==> src/include/peq_pkg.sv <==
// Package for the probe edge qualifier: register map, fields and carriers
package peq_pkg;

  // ----------------------------------------------------------------
  // Clock and time base
  // ----------------------------------------------------------------
  localparam int unsigned CLK_PERIOD_NS = 50;
  localparam int unsigned TICK_NS       = 1000000;
  localparam int unsigned TICK_CYCLES   = TICK_NS / CLK_PERIOD_NS;

  // ----------------------------------------------------------------
  // Register byte offsets
  // ----------------------------------------------------------------
  localparam logic [7:0] OFS_CTRL     = 8'h00;
  localparam logic [7:0] OFS_PCFG0    = 8'h04;
  localparam logic [7:0] OFS_PTIME0   = 8'h08;
  localparam logic [7:0] OFS_PCFG1    = 8'h0c;
  localparam logic [7:0] OFS_PTIME1   = 8'h10;
  localparam logic [7:0] OFS_DIRTHR   = 8'h14;
  localparam logic [7:0] OFS_TIPDIA   = 8'h18;
  localparam logic [7:0] OFS_STATE    = 8'h1c;
  localparam logic [7:0] OFS_IRQ_STAT = 8'h20;
  localparam logic [7:0] OFS_IRQ_MASK = 8'h24;
  localparam logic [7:0] OFS_HITPOS0  = 8'h28;
  localparam logic [7:0] OFS_HITPOS1  = 8'h2c;
  localparam logic [7:0] OFS_TRUEPOS  = 8'h30;

  // ----------------------------------------------------------------
  // Field positions and reset values
  // ----------------------------------------------------------------
  localparam int unsigned CTRL_ACTIVE_BIT = 0;
  localparam int unsigned CTRL_DUAL_BIT   = 1;
  localparam int unsigned IRQ_HIT0_BIT    = 0;
  localparam int unsigned IRQ_HIT1_BIT    = 1;
  localparam int unsigned IRQ_REV_BIT     = 2;
  localparam int unsigned IRQ_W           = 3;
  localparam logic [1:0]  CTRL_RST        = 2'h0;
  localparam logic [15:0] DIRTHR_RST      = 16'h0028;
  localparam logic [15:0] TIPDIA_RST      = 16'h0000;

  // Edge sense codes
  localparam logic [1:0] EDGE_OFF  = 2'h0;
  localparam logic [1:0] EDGE_RISE = 2'h1;
  localparam logic [1:0] EDGE_FALL = 2'h2;
  localparam logic [1:0] EDGE_BOTH = 2'h3;

  // Per-probe qualifier settings
  typedef struct packed {
    logic [1:0]  edge_sel;
    logic [15:0] debounce_ms;
    logic [15:0] holdoff_ms;
  } peq_cfg_t;

  localparam peq_cfg_t CFG_RST = '{edge_sel: EDGE_OFF, debounce_ms: 16'h0000, holdoff_ms: 16'h0000};

  // Confirmed direction of motion
  typedef enum logic [1:0] {DIR_NONE, DIR_POS, DIR_NEG} peq_dir_t;

endpackage

==> src/peq_top.sv <==
// Touch-probe edge qualifier with direction tracking and APB registers
//
// Implementation choices: the register addresses and the APB interface to the registers.
`timescale 1ns/1ns

module peq_top
  import peq_pkg::*;
#(
  parameter int unsigned MS_CYCLES = TICK_CYCLES
)
(
  input  wire logic        pclk,
  input  wire logic        presetn,
  input  wire logic        psel,
  input  wire logic        penable,
  input  wire logic        pwrite,
  input  wire logic [7:0]  paddr,
  input  wire logic [31:0] pwdata,
  output logic [31:0]      prdata,
  output logic             pready,
  output logic             pslverr,
  input  wire logic [1:0]  probe_in,
  input  wire logic [31:0] enc_count,
  output logic [1:0]       hit_pulse,
  output logic             dir_valid,
  output logic             dir_pos,
  output logic [31:0]      true_pos,
  output logic             irq
);

  // ----------------------------------------------------------------
  // Registers and state
  // ----------------------------------------------------------------
  // Settings first, then timers and tracking state
  logic [1:0]         ctrl;
  peq_cfg_t           cfg [2];
  logic [15:0]        dir_thr;
  logic [15:0]        tip_dia;
  logic [IRQ_W-1:0]   irq_stat;
  logic [IRQ_W-1:0]   irq_mask;
  logic [31:0]        hit_pos [2];
  logic [31:0]        tick_cnt;
  logic               ms_tick;
  peq_dir_t           dir;
  peq_dir_t           cand;
  logic [15:0]        acc;
  logic [31:0]        prev_count;
  logic               reversal;
  logic [1:0]         chan_hit;
  logic [1:0]         chan_level;

  // ----------------------------------------------------------------
  // Bus decode
  // ----------------------------------------------------------------
  // Read data mux and unmapped detect
  // Unmapped offsets answer with pslverr and change nothing
  // Read-only words ignore writes and answer without error
  function automatic logic known_addr(input logic [7:0] a);
    known_addr = a == OFS_CTRL     ||
                 a == OFS_PCFG0    ||
                 a == OFS_PTIME0   ||
                 a == OFS_PCFG1    ||
                 a == OFS_PTIME1   ||
                 a == OFS_DIRTHR   ||
                 a == OFS_TIPDIA   ||
                 a == OFS_STATE    ||
                 a == OFS_IRQ_STAT ||
                 a == OFS_IRQ_MASK ||
                 a == OFS_HITPOS0  ||
                 a == OFS_HITPOS1  ||
                 a == OFS_TRUEPOS;
  endfunction

  wire        setup_ph = psel && !penable;
  wire        wr_done  = psel && penable && pready && pwrite && !pslverr;
  wire        wr_ctrl  = wr_done && paddr == OFS_CTRL;
  wire        wr_dthr  = wr_done && paddr == OFS_DIRTHR;
  wire        wr_tdia  = wr_done && paddr == OFS_TIPDIA;
  wire        wr_istat = wr_done && paddr == OFS_IRQ_STAT;
  wire        wr_imask = wr_done && paddr == OFS_IRQ_MASK;
  wire [31:0] state_word = {28'h0000000, chan_level, dir_pos, dir_valid};
  // Read word selected by offset; unmapped reads give zero
  wire [31:0] rd_word =
    paddr == OFS_CTRL     ? {30'h00000000, ctrl} :
    paddr == OFS_PCFG0    ? {30'h00000000, cfg[0].edge_sel} :
    paddr == OFS_PTIME0   ? {cfg[0].holdoff_ms, cfg[0].debounce_ms} :
    paddr == OFS_PCFG1    ? {30'h00000000, cfg[1].edge_sel} :
    paddr == OFS_PTIME1   ? {cfg[1].holdoff_ms, cfg[1].debounce_ms} :
    paddr == OFS_DIRTHR   ? {16'h0000, dir_thr} :
    paddr == OFS_TIPDIA   ? {16'h0000, tip_dia} :
    paddr == OFS_STATE    ? state_word :
    paddr == OFS_IRQ_STAT ? {29'h00000000, irq_stat} :
    paddr == OFS_IRQ_MASK ? {29'h00000000, irq_mask} :
    paddr == OFS_HITPOS0  ? hit_pos[0] :
    paddr == OFS_HITPOS1  ? hit_pos[1] :
    paddr == OFS_TRUEPOS  ? true_pos : 32'h00000000;

  // Answer in the cycle after setup, no wait states
  // Read data is zero outside a read access, so a stale word
  // never shows on the bus between transfers
  always_ff @(posedge pclk or negedge presetn) begin
    if (!presetn) begin
      pready  <= 1'b0;
      pslverr <= 1'b0;
      prdata  <= 32'h00000000;
    end else begin
      pready  <= setup_ph;
      pslverr <= setup_ph && !known_addr(paddr);
      prdata  <= (setup_ph && !pwrite) ? rd_word : 32'h00000000;
    end
  end

  // ----------------------------------------------------------------
  // Control registers
  // ----------------------------------------------------------------
  // Global control, threshold, tip diameter, mask
  // Threshold guidance is left to software; any value is taken
  always_ff @(posedge pclk or negedge presetn) begin
    if (!presetn) begin
      ctrl     <= CTRL_RST;
      dir_thr  <= DIRTHR_RST;
      tip_dia  <= TIPDIA_RST;
      irq_mask <= '0;
    end else begin
      if (wr_ctrl) ctrl <= pwdata[1:0];
      if (wr_dthr) dir_thr <= pwdata[15:0];
      if (wr_tdia) tip_dia <= pwdata[15:0];
      if (wr_imask) irq_mask <= pwdata[IRQ_W-1:0];
    end
  end

  // ----------------------------------------------------------------
  // Millisecond tick
  // ----------------------------------------------------------------
  // One-cycle pulse every MS_CYCLES clocks, shared by all timers
  // Timers in both channels step only on this pulse
  // tick from system clock
  always_ff @(posedge pclk or negedge presetn) begin
    if (!presetn) begin
      tick_cnt <= 32'h00000000;
      ms_tick  <= 1'b0;
    end else if (tick_cnt >= 32'(MS_CYCLES - 1)) begin
      tick_cnt <= 32'h00000000;
      ms_tick  <= 1'b1;
    end else begin
      tick_cnt <= tick_cnt + 32'h00000001;
      ms_tick  <= 1'b0;
    end
  end

  // ----------------------------------------------------------------
  // Probe channels
  // ----------------------------------------------------------------
  // Channel 1 follows the dual bit; when off it still tracks its level
  // two identical qualifiers
  genvar gi;
  generate
    for (gi = 0; gi < 2; gi++) begin : g_chan
      wire [7:0] cfg_ofs  = gi == 0 ? OFS_PCFG0 : OFS_PCFG1;
      wire [7:0] time_ofs = gi == 0 ? OFS_PTIME0 : OFS_PTIME1;
      // Second probe only gives hits in dual mode
      wire       chan_on  = gi == 0 || ctrl[CTRL_DUAL_BIT];
      peq_cfg_t  eff_cfg;
      // Write strobes for this channel's two words
      wire       wr_cfg   = wr_done && paddr == cfg_ofs;
      wire       wr_time  = wr_done && paddr == time_ofs;

      always_comb begin
        eff_cfg = cfg[gi];
        if (!chan_on) eff_cfg.edge_sel = EDGE_OFF;
      end

      // Per-channel settings
      always_ff @(posedge pclk or negedge presetn) begin
        if (!presetn) begin
          cfg[gi] <= CFG_RST;
        end else begin
          if (wr_cfg) cfg[gi].edge_sel <= pwdata[1:0];
          if (wr_time) begin
            cfg[gi].debounce_ms <= pwdata[15:0];
            cfg[gi].holdoff_ms  <= pwdata[31:16];
          end
        end
      end

      peq_chan u_chan (
        .pclk      (pclk),
        .presetn   (presetn),
        .ms_tick   (ms_tick),
        .cfg       (eff_cfg),
        .probe_raw (probe_in[gi]),
        .hit       (chan_hit[gi]),
        .level     (chan_level[gi])
      );

      // Latch compensated position at each hit
      // Position is the compensated one of the cycle before the pulse
      always_ff @(posedge pclk or negedge presetn) begin
        if (!presetn) begin
          hit_pos[gi] <= 32'h00000000;
        end else if (chan_hit[gi]) begin
          hit_pos[gi] <= true_pos;
        end
      end
    end
  endgenerate

  // Hit pulses leave straight from the channel flip-flops
  assign hit_pulse = chan_hit;

  // ----------------------------------------------------------------
  // Direction tracking
  // ----------------------------------------------------------------
  // Signed step and its magnitude, clamped to the accumulator width
  // A large jump saturates rather than wraps, so it still confirms
  // Steps in the confirmed direction empty the accumulator,
  // so vibration never adds up to a false reversal
  // A change of candidate starts the count again from the new step
  wire        active   = ctrl[CTRL_ACTIVE_BIT];
  wire [31:0] delta    = enc_count - prev_count;
  wire        moving   = active && delta != 32'h00000000;
  wire        step_neg = delta[31];
  wire [31:0] mag32    = step_neg ? (~delta + 32'h00000001) : delta;
  wire [15:0] mag      = |mag32[31:16] ? 16'hffff : mag32[15:0];
  wire        step_dir_pos = !step_neg;
  wire        with_conf = (dir == DIR_POS && step_dir_pos) || (dir == DIR_NEG && !step_dir_pos);
  wire        same_cand = (cand == DIR_POS) == step_dir_pos && cand != DIR_NONE;
  wire [16:0] acc_sum  = {1'b0, same_cand ? acc : 16'h0000} + {1'b0, mag};
  wire [15:0] next_acc = acc_sum[16] ? 16'hffff : acc_sum[15:0];
  wire        confirm  = moving && !with_conf && next_acc >= dir_thr;

  // Previous encoder sample
  // Sampled every cycle, active or not, so enabling starts clean
  always_ff @(posedge pclk or negedge presetn) begin
    if (!presetn) begin
      prev_count <= 32'h00000000;
    end else begin
      prev_count <= enc_count;
    end
  end

  // Inactive: direction kept, candidate and count dropped
  // First confirm from no direction raises no reversal event
  // track sign of motion
  always_ff @(posedge pclk or negedge presetn) begin
    if (!presetn) begin
      dir      <= DIR_NONE;
      cand     <= DIR_NONE;
      acc      <= 16'h0000;
      reversal <= 1'b0;
    end else begin
      reversal <= 1'b0;
      if (!active) begin
        cand <= DIR_NONE;
        acc  <= 16'h0000;
      end else if (moving && with_conf) begin
        cand <= DIR_NONE;
        acc  <= 16'h0000;
      end else if (confirm) begin
        dir      <= step_dir_pos ? DIR_POS : DIR_NEG;
        cand     <= DIR_NONE;
        acc      <= 16'h0000;
        reversal <= dir != DIR_NONE;
      end else if (moving) begin
        cand <= step_dir_pos ? DIR_POS : DIR_NEG;
        acc  <= next_acc;
      end
    end
  end

  // Direction outputs
  // Registered copies of the confirmed direction
  always_ff @(posedge pclk or negedge presetn) begin
    if (!presetn) begin
      dir_valid <= 1'b0;
      dir_pos   <= 1'b0;
    end else begin
      dir_valid <= dir != DIR_NONE;
      dir_pos   <= dir == DIR_POS;
    end
  end

  // ----------------------------------------------------------------
  // Tip compensation
  // ----------------------------------------------------------------
  // Odd diameters lose the half count
  // radius is half the diameter
  wire [31:0] radius = {17'h00000, tip_dia[15:1]};
  // No direction yet: position passes through unchanged
  // offset towards the leading side
  wire [31:0] next_true_pos =
    dir == DIR_POS ? enc_count + radius :
    dir == DIR_NEG ? enc_count - radius : enc_count;

  // Registered compensated position
  always_ff @(posedge pclk or negedge presetn) begin
    if (!presetn) begin
      true_pos <= 32'h00000000;
    end else begin
      true_pos <= next_true_pos;
    end
  end

  // ----------------------------------------------------------------
  // Interrupts
  // ----------------------------------------------------------------
  // Sticky events, set wins over write-one clear
  wire [IRQ_W-1:0] irq_set = {reversal, chan_hit};
  wire [IRQ_W-1:0] irq_clr = wr_istat ? pwdata[IRQ_W-1:0] : '0;
  wire [IRQ_W-1:0] next_stat = (irq_stat & ~irq_clr) | irq_set;
  // Level request from the status after this edge
  wire             next_irq  = |(next_stat & irq_mask);

  // Status bits
  always_ff @(posedge pclk or negedge presetn) begin
    if (!presetn) begin
      irq_stat <= '0;
    end else begin
      irq_stat <= next_stat;
    end
  end

  // Interrupt line straight from a flip-flop
  always_ff @(posedge pclk or negedge presetn) begin
    if (!presetn) begin
      irq <= 1'b0;
    end else begin
      irq <= next_irq;
    end
  end

endmodule

==> src/peq_chan.sv <==
// One probe input: debounce, edge selection and hold-off
`timescale 1ns/1ns
module peq_chan
  import peq_pkg::*;
(
  input  wire logic     pclk,
  input  wire logic     presetn,
  input  wire logic     ms_tick,
  input  wire peq_cfg_t cfg,
  input  wire logic     probe_raw,
  output logic          hit,
  output logic          level
);

  typedef enum logic [1:0] {Q_STABLE, Q_SETTLE} peq_qstate_t;

  peq_qstate_t qstate;
  logic [15:0] settle_cnt;
  logic [15:0] hold_cnt;
  logic        hold_act;

  // ----------------------------------------------------------------
  // Decode
  // ----------------------------------------------------------------
  // Settling done once the programmed milliseconds have passed
  wire settled   = settle_cnt >= cfg.debounce_ms;
  wire accept    = qstate == Q_SETTLE && probe_raw != level && settled;
  wire is_rise   = ~level;
  wire edge_ok   = (cfg.edge_sel == EDGE_BOTH) ||
                   (cfg.edge_sel == EDGE_RISE && is_rise) ||
                   (cfg.edge_sel == EDGE_FALL && !is_rise);
  // edge sense gate; disabled gives no hit; hold-off blocks
  wire next_hit  = accept && edge_ok && !hold_act;
  wire hold_done = hold_cnt >= cfg.holdoff_ms;

  always_ff @(posedge pclk or negedge presetn) begin
    if (!presetn) begin
      qstate     <= Q_STABLE;
      settle_cnt <= 16'h0000;
      level      <= 1'b0;
    end else begin
      unique case (qstate)
        Q_STABLE: begin
          settle_cnt <= 16'h0000;
          if (probe_raw != level) begin
            qstate <= Q_SETTLE;
          end
        end
        Q_SETTLE: begin
          if (probe_raw == level) begin
            qstate     <= Q_STABLE;
            settle_cnt <= 16'h0000;
          end else if (settled) begin
            qstate <= Q_STABLE;
            level  <= probe_raw;
          end else if (ms_tick) begin
            settle_cnt <= settle_cnt + 16'h0001;
          end
        end
      endcase
    end
  end

  always_ff @(posedge pclk or negedge presetn) begin
    if (!presetn) begin
      hold_act <= 1'b0;
      hold_cnt <= 16'h0000;
    end else if (next_hit) begin
      hold_act <= 1'b1;
      hold_cnt <= 16'h0000;
    end else if (hold_act && hold_done) begin
      hold_act <= 1'b0;
    end else if (hold_act && ms_tick) begin
      hold_cnt <= hold_cnt + 16'h0001;
    end
  end

  // One-cycle hit pulse
  always_ff @(posedge pclk or negedge presetn) begin
    if (!presetn) begin
      hit <= 1'b0;
    end else begin
      hit <= next_hit;
    end
  end

endmodule

==> config.mk <==
export PLATFORM = sky130hd
export DESIGN_NAME = peq_top
export DESIGN_NICKNAME = d
export VERILOG_FILES = /design/src/include/peq_pkg.sv /design/src/peq_top.sv /design/src/peq_chan.sv
export SDC_FILE = /design/constraint.sdc
export NUM_CORES = 1
export LEC_CHECK = 0
export ABC_AREA = 1
export BUFFER_PORTS_ARGS = -buffer_cell sky130_fd_sc_hd__buf_2
export CORE_UTILIZATION = 35
export CTS_CLUSTER_SIZE = 8
export DETAILED_ROUTE_END_ITERATION = 7
export SLEW_MARGIN = 20
export SYNTH_ARGS = -nofsm -noshare
export SYNTH_HDL_FRONTEND = slang
export SYNTH_SLANG_ARGS = --single-unit
==> constraint.sdc <==
create_clock -name pclk -period 8.49 [get_ports pclk]
set_input_delay 0.4245 -clock pclk [delete_from_list [all_inputs] [get_ports pclk]]
set_output_delay 0.4245 -clock pclk [all_outputs]
set_load 0.02 [all_outputs]
==> flow_metrics.py <==
metrics = {
    "die": {
        "start_util_pct": 35.4,
        "die_w_um": 271,
        "core_um2": 71700,
        "rows": 98,
        "ios": 150,
        "die_y_um": 271,
        "die-area_um2": 73700,
    },
    "timing": {
        "tns_ps": 0,
        "finClkSkew_ps": 28.7,
        "grt_setup_unrepaired": "no",
        "slew_headroom_pct": 29.9,
        "finalCritPeriodShare_pct": 89.6,
        "slew_viol_final": 0,
        "finalSetupViolCount": 0,
        "period_minus_slack_ps": 7600,
        "clock.fmax_ghz": 0.132,
        "finalHoldViolations": 0,
        "tightestPinTransition_ps": 1050,
    },
    "synth": {
        "synth_top_family_by_area": "simple AND/OR/NAND/NOR gates",
        "synth_edf_count": 0,
        "synth_cell_types": 56,
        "ys_warn_count": 0,
        "yosys_register_bits": 399,
        "synthFlopType": "dfrtp_1",
        "synth-compound-area-share_pct": 13.8,
        "synth_fa_ha_area_share_pct": 8.34,
        "yosys-mux-area-fraction_pct": 0,
        "async_reset_ff_share_pct": 100,
        "ys_seq_area_share_pct": 39.3,
        "synth_xor_area_share_pct": 2.65,
        "synth_area_um2": 25400,
        "synth-simple-area-share_pct": 25.8,
        "avgSynthCellArea_um2": 7.32,
        "synth_cells": 3474,
    },
    "min_path": {
        "hold_start": "enc_count[1]",
        "hold_class": "input port to register",
    },
    "route": {
        "wire_per_inst_um": 17.2,
        "wirelength_mm": 79.7,
        "drc": 0,
        "dr_total_vias": 23200,
        "drtIter0Drc": 1893,
        "ant_nets": 0,
        "drt_pre_antenna_iters": 6,
        "vias_per_cell": 5.02,
    },
    "cells_and_area": {
        "fin_util_pct": 40.5,
        "drive_above_1_share_pct": 8.71,
        "area_delta_synth_final_pct": 14.2,
        "multiInputGateArea_um2": 13000,
        "seqCellArea_um2": 9990,
        "nFillCells": 7447,
        "layout.nets": 3894,
    },
    "cts": {
        "cts_tree": "built",
        "path_clk_slew_ps": 50,
        "cts_buffers": 57,
        "insertion_delay_ps": 630,
        "clk_path_buf_depth": 3,
        "htreeDepth": 2,
        "cts.sinks": 399,
        "cts-root-buf": "clkbuf_16",
    },
    "critical_path": {
        "crit_top_cell": "nand2_1",
        "crit_slowest_cell": "dlygate4sd3_1",
        "worst-path-buf-inv": 7,
        "cp.required_ps": 9000,
        "r2r-start": "prev_count[0]$_DFF_PN0_",
        "cp-startpoint": "enc_count[0]",
        "cp-end-kind": "register",
        "critical_path.max_fanout": 17,
        "cp-start-kind": "input port",
        "arrival_ps": 8120,
        "cp_top_family": "simple AND/OR/NAND/NOR gates",
        "max_stage_delay_ps": 510,
        "crit_type": "input port to register",
    },
    "placed_design": {
        "numPortBuffers": 149,
        "routabilityCongestion": 0.942,
        "dp.final_hpwl_mm": 61.9,
    },
    "power_and_ir_drop": {
        "vdd_ir_drop_max_mv": 0.170,
        "power_density_nw_per_um2": 171,
        "p_leak_uw": 0.0140,
    },
    "global_route": {
        "antenna_found_initial": 6,
        "grt_pass1_vias": 22300,
        "grt_first_pass_wirelength_mm": 125,
        "globalRouteTotalUtil_pct": 21.5,
        "grt_overflow_total": 0,
        "grt_max_degree": 164,
    },
    "job": {
        "max_cap_viol_count": 0,
    },
    "outcome": {
        "status": "finished clean",
    },
}
==> repair_timing <==
item / 4_1_cts / 5_1_grt
gates resized for setup: 0 / 2
hold buffers: 22 / 0
endpoints found under the hold margin: 126 / 0
setup endpoints to repair: 0 / 11
setup buffers: 0 / 0
==> Yosys cell counts (7+ instances only) <==
cell	number	share of area [%]
nor2_1	262	3.9
a221oi_1	27	0.93
inv_2	16	0.24
o211ai_1	22	0.65
nor4_1	17	0.42
nor2_2	27	0.66
a21oi_1	202	4.0
o2111ai_1	7	0.24
inv_1	561	8.3
dfrtp_1	397	39
buf_4	7	0.21
o31ai_1	11	0.32
clkbuf_1	73	1.1
xor2_1	54	1.9
nor3_1	75	1.5
nand4_1	76	1.9
o221ai_1	13	0.45
a31oi_1	7	0.17
nand2_2	19	0.47
o21ai_0	286	5.6
o22ai_1	9	0.22
nand2_1	884	13
ha_1	163	8.0
nand3_1	138	2.7
xnor2_1	21	0.72
nand3b_1	8	0.24
==> registers in the layout, indices dropped and copies added (netlist names), 3 cells and up <==
name / count
cfg: 68
irq_mask: 3
irq_stat: 3
dir_thr: 16
prdata: 32
g_chan.u_chan.settle_cnt: 32
g_chan.u_chan.hold_cnt: 32
prev_count: 32
tip_dia: 16
true_pos: 32
tick_cnt: 32
hit_pos: 64
acc: 16
==> worst reg2reg max path, delay by kind of cell, from the launching register on <==
| family | cells | cell delay [ps] |
|---|---|---|
| simple gates | 24 | 3150 |
| compound gates | 11 | 1730 |
| fa+ha+maj | 4 | 1250 |
| buf+inv | 4 | 820 |
| flops | 1 | 370 |
==> report_power, final <==
| group | total [uW] | switching [uW] | internal, uW |
|---|---|---|---|
| sequential | 2020 | 58.1 | 1960 |
| combinational | 832 | 591 | 241 |
| clock | 2110 | 878 | 1230 |
==> per-layer routing <==
layer,track usage (%),share of wire [%],vias up
met3,3.37,6.2,109
met2,34.8,45,632
met1,29.7,46,10900
met4,5.94,2.5,0
li1,-,-,11600
met5,0,0,-
==> layout by cell type (no fill, tap or decap), types with 54 or more instances in the layout <==
cell type  instances
a21oi_1          202
buf_2            148
inv_1            560
o21ai_0          285
nand3_1          138
nor2_1           259
xor2_1            54
ha_1             163
nand4_1           76
nand2_1          882
dfrtp_1          396
nor3_1            75
clkbuf_16         57
==> through the flow <==
stage	worst slack [ps]	hold slack, ps	std cells	cell area, um2	total power (uW)
global route	83.6	13.7	4623	29000	5200
global placement	841	436	4517	27200	2870
detailed placement	668	436	4517	27200	2880
floorplan	2220	129	3490	25500	2580
finish	887	22.1	4623	29000	4960
CTS	766	2.79	4622	29000	5010
==> final timing paths <==
| check | end | slack (ps) | cells after the start |
|---|---|---|---|
| max | acc[5]$_DFFE_PN0P_ | 890 | 46 |
| min | prev_count[1]$_DFF_PN0_ | 20 | 1 |
| max reg2reg | acc[5]$_DFFE_PN0P_ | 1090 | 43 |
| min reg2reg | g_chan[1].u_chan.qstate[0]$_DFFE_PN0P_ | 450 | 1 |
| max in group asynchronous | tip_dia[2]$_DFFE_PN0P_ | 6570 | 3 |
| min in group asynchronous | g_chan[0].u_chan.hold_cnt[2]$_DFFE_PN0P_ | 490 | 2 |
==> cells by family after synthesis <==
group                      after synthesis
DFF                                    399
buffers and inverters                  669
adders and majority gates              167
AOI/OAI and AO/OA                      623
other                                    1
xor gates and xnor gates                76
and+or+nand+nor                       1539
==> area by class of cell <==
type / count / share of cell area [%]
Inverter: 581 / 7.53
Clock buffer: 78 / 5.26
Clock inverter: 5 / 0.233
Multi-Input combinational cell: 2422 / 44.6
Tap cell: 950 / 4.10
Antenna cell: 1 / 0.00862
Sequential cell: 399 / 34.4
Timing Repair Buffer: 187 / 3.82
No activity file was read; power rests on OpenSTA's default activity.
